[config.mk]
export PLATFORM = sky130hd
export DESIGN_NAME = watchdog_timer
export DESIGN_NICKNAME = d
export VERILOG_FILES = /design/src/design/watchdog_pkg.sv /design/src/design/watchdog_timer.sv
export SDC_FILE = /design/constraint.sdc
export NUM_CORES = 1
export LEC_CHECK = 0
export BUFFER_PORTS_ARGS = -buffer_cell sky130_fd_sc_hd__buf_2
export CAP_MARGIN = 15
export CORE_ASPECT_RATIO = 2
export CORE_UTILIZATION = 58
export DETAILED_ROUTE_END_ITERATION = 7
export PLACE_DENSITY = 0.78
export SETUP_SLACK_MARGIN = 0.2
export SYNTH_ARGS = -nofsm -noshare
export SYNTH_HDL_FRONTEND = slang
export SYNTH_SLANG_ARGS = --single-unit
[constraint.sdc]
create_clock -name clk -period 5.2 [get_ports clk]
set_clock_uncertainty 0.05 [all_clocks]
set_input_delay 1.56 -clock clk [delete_from_list [all_inputs] [get_ports clk]]
set_output_delay 1.56 -clock clk [all_outputs]
set_load 0.05 [all_outputs]
[src/design/watchdog_pkg.sv]
// Constants and carrier types for the watchdog timer block
package watchdog_pkg;

  ////////////////////////////////////////////////////////////////////////////
  // Clock and oscillator timing
  localparam int CLK_HZ  = 250_000_000;
  localparam int LOW_POWER_RC_OSCILLATOR_HZ = 32_000;
  // Core clocks per low-power RC oscillator period
  localparam int LOW_POWER_RC_OSCILLATOR_DIV = CLK_HZ / LOW_POWER_RC_OSCILLATOR_HZ;
  localparam int DIV_W    = 13;
  localparam int PRE_W    = 7;
  localparam int POST_W   = 16;
  localparam int TICK_W   = 24;

  // Prescaler ratios
  localparam logic [PRE_W-1:0] PRE_TOP_32  = 7'h1F;
  localparam logic [PRE_W-1:0] PRE_TOP_128 = 7'h7F;
  localparam int PRE_SHIFT_32  = 5;
  localparam int PRE_SHIFT_128 = 7;

  ////////////////////////////////////////////////////////////////////////////
  // Register map, byte addresses
  localparam int ADDR_W = 8;
  localparam logic [ADDR_W-1:0] CONFIG_OFS  = 8'h00;
  localparam logic [ADDR_W-1:0] CONTROL_OFS = 8'h04;
  localparam logic [ADDR_W-1:0] COUNT_OFS   = 8'h08;

  // Configuration register fields
  localparam int POST_LSB   = 0;
  localparam int POST_MSB   = 3;
  localparam int PRE_BIT    = 4;
  localparam int WINDOW_DISABLE_BIT = 6;
  localparam int ALWAYS_BIT = 7;
  // Non-window, divide by 128, longest postscale, always-on off
  localparam logic [7:0] CONFIG_RESET = 8'h5F;

  // Reset-control register fields
  localparam int IDLE_BIT   = 2;
  localparam int SLEEP_BIT  = 3;
  localparam int TO_BIT     = 4;
  localparam int SOFTEN_BIT = 5;

  // Count register fields
  localparam int CNT_PRE_LSB  = 0;
  localparam int CNT_POST_LSB = 16;

  localparam logic [1:0] RESP_OKAY   = 2'h0;
  localparam logic [1:0] RESP_SLVERR = 2'h2;

  ////////////////////////////////////////////////////////////////////////////
  // Carrier types
  typedef struct packed {
    logic       alwaysOnSelect;
    logic       windowDisable;
    logic       prescaleSelect;
    logic [3:0] postscaleSelect;
  } cfg_type;

  typedef struct packed {
    cfg_type           cfg;
    logic              softEnable;
    logic              timeoutFlag;
    logic              sleepFlag;
    logic              idleFlag;
    logic              powerSaved;
    logic              lprcOn;
    logic [DIV_W-1:0]  divCnt;
    logic [PRE_W-1:0]  preCnt;
    logic [POST_W-1:0] postCnt;
    logic              wdtReset;
    logic              wake;
    logic              awRdy;
    logic              wRdy;
    logic [ADDR_W-1:0] awAddr;
    logic [31:0]       wData;
    logic              wStrb0;
    logic              bVld;
    logic [1:0]        bResp;
    logic              arRdy;
    logic              rVld;
    logic [1:0]        rResp;
    logic [31:0]       rData;
  } state_type;

endpackage

[src/design/watchdog_timer.sv]
// Watchdog timer with window mode, power-save wake and AXI4-Lite registers
// How it works
// RULE1: Counter runs on low-power RC ticks; oscillator on while watchdog enabled.
// RULE2: Prescaler divides oscillator ticks by 32 or by 128.
// RULE3: At 32 kHz the prescaler period is 1 ms or 4 ms.
// RULE4: Four-bit postscale field, bits 3..0, gives 16 ratios 1:1 to 1:32768.
// RULE5: Reset, clock switch, power-save entry/exit and clear instruction zero counters.
// RULE6: Enabled watchdog keeps counting in sleep and idle.
// RULE7: Time-out in sleep or idle wakes the core instead of resetting.
// RULE8: Software clears the sleep and idle flags itself after wake.
// RULE9: Always-on bit keeps watchdog enabled whatever the soft enable says.
// RULE10: With always-on clear, soft enable bit 5 turns the watchdog on or off.
// RULE11: Every device reset clears the soft enable bit.
// RULE12: In window mode software clears only in the last quarter of the period.
// RULE13: Window mode: a clear before the last quarter causes a watchdog reset.
// RULE14: Time-out sets the sticky flag at bit 4; software clears it.
// RULE15: Prescale select 1 means divide by 128, 0 means divide by 32.
// RULE16: Window disable 1 means non-window, 0 means window mode.
// RULE17: Always-on keeps the oscillator running; clearing soft enable has no effect.
// RULE18: Postscale code 1111 is 1:32768, 1110 is 1:16384, halving per step.
// RULE19: Time-out in normal run raises device reset and sets the flag.
// RULE20: Postscaler counts prescaler periods; time-out after the ratio elapses.
module watchdog_timer #(
  parameter int LprcDiv = watchdog_pkg::LOW_POWER_RC_OSCILLATOR_DIV
) (
  input  wire logic                            clk,
  input  wire logic                            rst_b,
  input  wire logic                            deviceReset,
  input  wire logic                            clearWatchdogInstr,
  input  wire logic                            powerSaveInstr,
  input  wire logic                            powerSaveIdle,
  input  wire logic                            powerSaveExit,
  input  wire logic                            clockSwitchDone,
  output logic                                 watchdogReset,
  output logic                                 wakeUp,
  output logic                                 lowPowerRcOn,
  output logic                                 powerSaved,
  input  wire logic [watchdog_pkg::ADDR_W-1:0] awaddr,
  input  wire logic                            awvalid,
  output logic                                 awready,
  input  wire logic [31:0]                     wdata,
  input  wire logic [3:0]                      wstrb,
  input  wire logic                            wvalid,
  output logic                                 wready,
  output logic [1:0]                           bresp,
  output logic                                 bvalid,
  input  wire logic                            bready,
  input  wire logic [watchdog_pkg::ADDR_W-1:0] araddr,
  input  wire logic                            arvalid,
  output logic                                 arready,
  output logic [31:0]                          rdata,
  output logic [1:0]                           rresp,
  output logic                                 rvalid,
  input  wire logic                            rready
);

  ////////////////////////////////////////////////////////////////////////////
  // Helpers

  // Last prescaler count for the selected ratio
  function automatic logic [watchdog_pkg::PRE_W-1:0] preTop(input logic sel);
    preTop = sel ? watchdog_pkg::PRE_TOP_128 : watchdog_pkg::PRE_TOP_32; // RULE2 RULE15
  endfunction

  // Postscale ratio is two to the power of the code
  function automatic logic [watchdog_pkg::POST_W-1:0] postRatio(input logic [3:0] code);
    postRatio = watchdog_pkg::POST_W'(1) << code; // RULE4 RULE18
  endfunction

  // Oscillator ticks since the last clear, and ticks in a full period
  function automatic logic [watchdog_pkg::TICK_W-1:0] ticks(
    input logic                            sel,
    input logic [watchdog_pkg::POST_W-1:0] post,
    input logic [watchdog_pkg::PRE_W-1:0]  pre
  );
    logic [watchdog_pkg::TICK_W-1:0] wide;
    wide  = watchdog_pkg::TICK_W'(post);
    ticks = (sel ? wide << watchdog_pkg::PRE_SHIFT_128 : wide << watchdog_pkg::PRE_SHIFT_32)
            + watchdog_pkg::TICK_W'(pre);
  endfunction

  function automatic logic [31:0] regRead(
    input watchdog_pkg::state_type st,
    input logic [watchdog_pkg::ADDR_W-1:0] addr
  );
    logic [31:0] v;
    v = '0;
    if (addr == watchdog_pkg::CONFIG_OFS) begin
      v[watchdog_pkg::POST_MSB:watchdog_pkg::POST_LSB] = st.cfg.postscaleSelect;
      v[watchdog_pkg::PRE_BIT]    = st.cfg.prescaleSelect;
      v[watchdog_pkg::WINDOW_DISABLE_BIT] = st.cfg.windowDisable;
      v[watchdog_pkg::ALWAYS_BIT] = st.cfg.alwaysOnSelect;
    end else if (addr == watchdog_pkg::CONTROL_OFS) begin
      v[watchdog_pkg::IDLE_BIT]   = st.idleFlag;
      v[watchdog_pkg::SLEEP_BIT]  = st.sleepFlag;
      v[watchdog_pkg::TO_BIT]     = st.timeoutFlag;
      v[watchdog_pkg::SOFTEN_BIT] = st.softEnable;
    end else if (addr == watchdog_pkg::COUNT_OFS) begin
      v[watchdog_pkg::CNT_PRE_LSB +: watchdog_pkg::PRE_W]   = st.preCnt;
      v[watchdog_pkg::CNT_POST_LSB +: watchdog_pkg::POST_W] = st.postCnt;
    end
    regRead = v;
  endfunction

  function automatic logic addrMapped(input logic [watchdog_pkg::ADDR_W-1:0] addr);
    addrMapped = (addr == watchdog_pkg::CONFIG_OFS) || (addr == watchdog_pkg::CONTROL_OFS)
                 || (addr == watchdog_pkg::COUNT_OFS);
  endfunction

  ////////////////////////////////////////////////////////////////////////////
  // State

  localparam logic [watchdog_pkg::DIV_W-1:0] DivLast = watchdog_pkg::DIV_W'(LprcDiv - 1);

  watchdog_pkg::state_type s;
  watchdog_pkg::state_type n;

  logic                              enabled;
  logic                              lprcTick;
  logic                              preLast;
  logic                              postLast;
  logic                              windowOpen;
  logic                              timeout;
  logic                              earlyClear;
  logic                              anyReset;
  logic                              clearCnt;
  logic                              enterSave;
  logic                              leaveSave;
  logic [watchdog_pkg::TICK_W-1:0]   elapsed;
  logic [watchdog_pkg::TICK_W-1:0]   period;

  always_comb begin
    n = s;
    n.wdtReset = 1'b0;
    n.wake     = 1'b0;

    // Own watchdog reset counts as a device reset one cycle later
    anyReset = deviceReset | s.wdtReset;

    enabled  = s.cfg.alwaysOnSelect | s.softEnable; // RULE9 RULE10 RULE17
    lprcTick = s.lprcOn && (s.divCnt == DivLast); // RULE1
    preLast  = s.preCnt == preTop(s.cfg.prescaleSelect);
    postLast = s.postCnt == postRatio(s.cfg.postscaleSelect) - watchdog_pkg::POST_W'(1);

    // Window opens once three quarters of the period have passed
    elapsed    = ticks(s.cfg.prescaleSelect, s.postCnt, s.preCnt);
    period     = ticks(s.cfg.prescaleSelect, postRatio(s.cfg.postscaleSelect), '0);
    windowOpen = elapsed >= (period - (period >> 2)); // RULE12 RULE13

    timeout    = enabled && lprcTick && preLast && postLast; // RULE20
    earlyClear = enabled && clearWatchdogInstr && !s.powerSaved
                 && !s.cfg.windowDisable && !windowOpen; // RULE13 RULE16
    enterSave  = powerSaveInstr && !s.powerSaved;
    leaveSave  = s.powerSaved && (powerSaveExit || timeout);

    clearCnt = anyReset || clockSwitchDone || enterSave || leaveSave
               || (clearWatchdogInstr && !s.powerSaved) || !enabled; // RULE5

    //////////////////////////////////////////////////////////////////////////
    // Oscillator and counters

    n.lprcOn = enabled; // RULE1 RULE17
    // Oscillator ticks are modelled from the core clock, one every LprcDiv cycles, with a free-running phase
    if (!s.lprcOn || lprcTick) begin
      n.divCnt = '0;
    end else begin
      n.divCnt = s.divCnt + watchdog_pkg::DIV_W'(1);
    end

    if (clearCnt || (lprcTick && preLast && postLast)) begin
      n.preCnt  = '0;
      n.postCnt = '0;
    end else if (lprcTick) begin
      if (preLast) begin
        n.preCnt  = '0;
        n.postCnt = s.postCnt + watchdog_pkg::POST_W'(1); // RULE20
      end else begin
        n.preCnt = s.preCnt + watchdog_pkg::PRE_W'(1); // RULE2 RULE3
      end
    end

    //////////////////////////////////////////////////////////////////////////
    // Time-out, wake and power save

    if (timeout && s.powerSaved) begin
      n.wake = 1'b1; // RULE6 RULE7
    end else if ((timeout || earlyClear) && !anyReset) begin
      n.wdtReset = 1'b1; // RULE13 RULE19
    end

    if (anyReset) begin
      n.powerSaved = 1'b0;
    end else if (enterSave) begin
      n.powerSaved = 1'b1;
    end else if (leaveSave) begin
      n.powerSaved = 1'b0; // RULE7
    end

    //////////////////////////////////////////////////////////////////////////
    // AXI4-Lite write

    if (s.awRdy && awvalid) begin
      n.awAddr = awaddr;
      n.awRdy  = 1'b0;
    end
    if (s.wRdy && wvalid) begin
      n.wData  = wdata;
      n.wStrb0 = wstrb[0];
      n.wRdy   = 1'b0;
    end
    if (!s.awRdy && !s.wRdy && !s.bVld) begin
      n.bVld  = 1'b1;
      n.bResp = addrMapped(s.awAddr) ? watchdog_pkg::RESP_OKAY : watchdog_pkg::RESP_SLVERR;
      // Every writable field sits in byte lane 0
      if (s.wStrb0) begin
        if (s.awAddr == watchdog_pkg::CONFIG_OFS) begin
          n.cfg.postscaleSelect = s.wData[watchdog_pkg::POST_MSB:watchdog_pkg::POST_LSB];
          n.cfg.prescaleSelect  = s.wData[watchdog_pkg::PRE_BIT];
          n.cfg.windowDisable   = s.wData[watchdog_pkg::WINDOW_DISABLE_BIT];
          n.cfg.alwaysOnSelect  = s.wData[watchdog_pkg::ALWAYS_BIT];
        end else if (s.awAddr == watchdog_pkg::CONTROL_OFS) begin
          n.softEnable  = s.wData[watchdog_pkg::SOFTEN_BIT]; // RULE10
          n.timeoutFlag = s.wData[watchdog_pkg::TO_BIT]; // RULE14
          n.sleepFlag   = s.wData[watchdog_pkg::SLEEP_BIT]; // RULE8
          n.idleFlag    = s.wData[watchdog_pkg::IDLE_BIT]; // RULE8
        end
      end
    end
    if (s.bVld && bready) begin
      n.bVld  = 1'b0;
      n.awRdy = 1'b1;
      n.wRdy  = 1'b1;
    end

    //////////////////////////////////////////////////////////////////////////
    // Hardware sets after software writes, so a set in the clearing cycle wins

    if (timeout || earlyClear) begin
      n.timeoutFlag = 1'b1; // RULE14 RULE19
    end
    if (enterSave) begin
      n.idleFlag  = s.idleFlag | powerSaveIdle;
      n.sleepFlag = s.sleepFlag | !powerSaveIdle;
    end
    if (anyReset) begin
      n.softEnable = 1'b0; // RULE11
    end

    //////////////////////////////////////////////////////////////////////////
    // AXI4-Lite read

    if (s.arRdy && arvalid) begin
      n.arRdy = 1'b0;
      n.rVld  = 1'b1;
      n.rData = regRead(s, araddr);
      n.rResp = addrMapped(araddr) ? watchdog_pkg::RESP_OKAY : watchdog_pkg::RESP_SLVERR;
    end
    if (s.rVld && rready) begin
      n.rVld  = 1'b0;
      n.arRdy = 1'b1;
    end
  end

  ////////////////////////////////////////////////////////////////////////////
  // Registers

  always_ff @(posedge clk or negedge rst_b) begin
    if (!rst_b) begin
      s                 <= '0;
      // Field by field: the carrier is narrower than the byte-wide reset word
      s.cfg.postscaleSelect <= watchdog_pkg::CONFIG_RESET[watchdog_pkg::POST_MSB:watchdog_pkg::POST_LSB];
      s.cfg.prescaleSelect  <= watchdog_pkg::CONFIG_RESET[watchdog_pkg::PRE_BIT];
      s.cfg.windowDisable   <= watchdog_pkg::CONFIG_RESET[watchdog_pkg::WINDOW_DISABLE_BIT];
      s.cfg.alwaysOnSelect  <= watchdog_pkg::CONFIG_RESET[watchdog_pkg::ALWAYS_BIT];
      s.awRdy           <= 1'b1;
      s.wRdy            <= 1'b1;
      s.arRdy           <= 1'b1;
    end else begin
      s <= n;
    end
  end

  ////////////////////////////////////////////////////////////////////////////
  // Outputs, each straight from a flip-flop

  assign watchdogReset = s.wdtReset;
  assign wakeUp        = s.wake;
  assign lowPowerRcOn  = s.lprcOn;
  assign powerSaved    = s.powerSaved;
  assign awready       = s.awRdy;
  assign wready        = s.wRdy;
  assign bvalid        = s.bVld;
  assign bresp         = s.bResp;
  assign arready       = s.arRdy;
  assign rvalid        = s.rVld;
  assign rdata         = s.rData;
  assign rresp         = s.rResp;

endmodule

==> qor.csv <==
stage;metric;value;unit
synthesis;yosys_register_bits;99;
power;power_leakage;3.63;nW
timing;finalCritPeriodShare;90.2;%
worst_hold_path;holdPathStages;2;
critical_path;startpoint_type;register;
synthesis;post-synth-top-count-cell;nand2_1;
final_layout;fin_nets;1000;
floorplanning;die_x;82.2;µm
timing;drv_slew;0;
drt;vias_per_cell;6.00;
critical_path;crit_fanout;31;
synthesis;synthAdderAreaFrac;7.44;%
timing;period_minus_slack;4.69;ns
critical_path;reg2reg_slack;0.51;ns
timing;hold_violations;0;
synthesis;syn_area;7470;µm²
synthesis;synth_area_leaders;dfrtp_1, ha_1, nand2_1, xor2_1, nor2_1;
placed_design;routabilityCongestion;0.916;
critical_path;path_cells;nor3_1 -> and2_1 -> ha_1 -> a21o_1 -> o21ai_1 -> o211ai_1 -> o31a_1 -> a41oi_1 -> o21ai_1 -> xnor2_1 -> ha_1 -> a21o_1 -> a21o_1 -> a21oi_1 -> o2111a_1 -> o211ai_1 -> a21oi_1;
clock_network;post_cts_buffers;0;
final_layout;multi_input_area;4410;µm²
synthesis;synth_ff_type;dfrtp_1;
synthesis;synth-edff-count;0;
critical_path;cpMaxStageDelayCell;dfstp_2;
critical_path;cp-end-kind;register;
floorplanning;die_h;162;µm
placed_design;pre_cts_ws;0.632;ns
drt;first_pass_iters;5;
critical_path;cp_common_cell;a21o_1;
synthesis;yosys.area_share.simple;22.6;%
timing;rsz0062_at_grt;no;
synthesis;synthMuxAreaShare;5.90;%
clock_network;cts_max_level;3;
worst_hold_path;hold_path.class;reg -> reg;
global_routing;antenna_found_initial;0;
job;max_cap_viol_count;0;
critical_path;critical_path_required;5.42;ns
synthesis;synth_compound_area_share;14.0;%
power;power;3.54;mW
drt;drt_iter0_markers;358;
floorplanning;io_pins;110;
status;status;completed;
synthesis;async_flop_share;100;%
timing;finalSetupTns;0;ns
power;ir_drop;0.000368;V
clock_network;cts_sinks;99;
drt;wl;18.0;mm
drt;postRouteAntennaNets;0;
clock_network;clock_latency;0.35;ns
placed_design;io_buffers;72;
floorplanning;die_area;13400;µm²
synthesis;synth_top_area_share;30.2;%
clock_network;clock-root-buffer;clkbuf_16;
synthesis;synthCells;879;
floorplanning;start_util;59.5;%
final_layout;n_antenna_cell;0;
synthesis;synthDistinctLibCells;77;
global_routing;grt_pass1_vias;6261;
synthesis;syn_avg_cell_area;8.50;µm²
clock_network;numCtsBuffers;9;
drt;vias;6287;
global_routing;grt_pass1_wl;29.3;mm
final_layout;areaGrowthSynthToFinish;5.95;%
global_routing;grt_max_degree;74;
drt;routedWlPerCell;17.1;µm
timing;fmax;213;MHz
timing;slew-limit-headroom;38.7;%
final_layout;regArea;2490;µm²
critical_path;path_class;reg -> reg;
drt;drc;0;
synthesis;yosys.area_share.xor_xnor;8.56;%
global_routing;grtUsageTotal;28.8;%
synthesis;synth_area_leader_cell;dfrtp_1;
clock_network;clock_path_buffers;2;
global_routing;grt-ovfl-total;0;
timing;setup_viol;0;
critical_path;cp_data_arrival_time;4.91;ns
final_layout;fill_cells;1089;
timing;worst_slack;0.509;ns
synthesis;yosys_warnings;0;
timing;fin_hold_ws;0.426;ns
floorplanning;rows;58;
synthesis;synthTopCellsByCount;nand2_1, dfrtp_1, nor2_1;
clock_network;cts_tree;yes;
synthesis;synth_top_family_by_area;simple AND/OR/NAND/NOR gates;
placed_design;place_hpwl;13.5;mm
critical_path;reg2reg_depth;17;
power;p_per_area;448;nW/µm²
floorplanning;core_area;12600;µm²
synthesis;seq_area_frac_synth;33.3;%
clock_network;worst_setup_hold_path_clk_slew;0.08;ns
timing;tightest_slew;0.920;ns
critical_path;critPathMaxStageDelay;0.90;ns
final_layout;drive_above_1_share;15.9;%
[logic make-up after synthesis]
family | count (synthesis)
flip-flops | 99
multiplexers | 41
buffers and inverters | 117
AO/OA/AOI/OAI | 158
AND/OR/NAND/NOR | 346
other | 1
adder cells (fa/ha/maj) | 44
XOR/XNOR | 73
[cell type report]
| cell class | instances | share of cell area, % |
|---|---|---|
| Timing Repair Buffer | 77 | 5.06 |
| Clock inverter | 7 | 0.933 |
| Sequential cell | 99 | 31.5 |
| Inverter | 33 | 1.57 |
| Clock buffer | 9 | 2.85 |
| Tap cell | 150 | 2.37 |
| Multi-Input combinational cell | 672 | 55.8 |
[final timing paths]
kind	start	to
min	rdata[27]	rdata[27]
min in group asynchronous	rst_b	rdata[20]
max in group asynchronous	rst_b	s[131]
max reg2reg	s[128]	watchdogReset
max	s[128]	watchdogReset
min reg2reg	rdata[27]	rdata[27]
[layer usage]
metal | wire length, µm | track usage, %
met1 | 6600 | 30.7
met2 | 9860 | 52.3
met3 | 500 | 3.42
met4 | 996 | 16.3
met5 | 0 | 0
[critical path: cells and delay by family, from the launching register on]
kind                       cells  cell delay (ns)
AOI/OAI and AO/OA             12             2.32
DFF                            1             0.90
adders and majority gates      2             0.68
and+or+nand+nor                2             0.44
xor gates and xnor gates       1             0.23
[placed cells by master (no fill, tap or decap), types with 24 or more instances in the layout]
cell type	count
nand2_1	112
dfrtp_1	90
nor2_1	84
buf_2	71
o21ai_0	44
ha_1	42
xor2_1	40
a21oi_1	35
inv_1	32
xnor2_1	32
nand3_1	27
mux2_2	24
[through the flow]
stage | cells | area [µm²] | utilization [%]
floorplan | 888 | 7500 | -
global placement | 1031 | 7600 | 60.6
detailed placement | 1031 | 7600 | 60.6
CTS | 1047 | 7900 | 63.0
global route | 1047 | 7910 | 63.0
finish | 1047 | 7910 | 63.0
[state kept, by name, indices dropped and copies added, names as in the netlist]
signal and count:
s 64, rdata 24, arready 1, awready 1
bresp 1, bvalid 1, lowPowerRcOn 1, powerSaved 1
rresp 1, rvalid 1, wakeUp 1, watchdogReset 1
wready 1
[power by group]
| part | switching [mW] | leakage, nW | internal (mW) |
|---|---|---|---|
| clock network | 0.331 | 0.143 | 0.338 |
| registers | 0.113 | 1.28 | 0.897 |
| logic | 1.07 | 2.20 | 0.794 |
| total | 1.52 | 3.63 | 2.03 |
[repair_timing]
action	CTS	global route
hold buffers	0	0
hold endpoints to repair	0	0
setup endpoints to repair	0	1
gates resized for setup	0	1
Power figures use the tool's default switching activity.
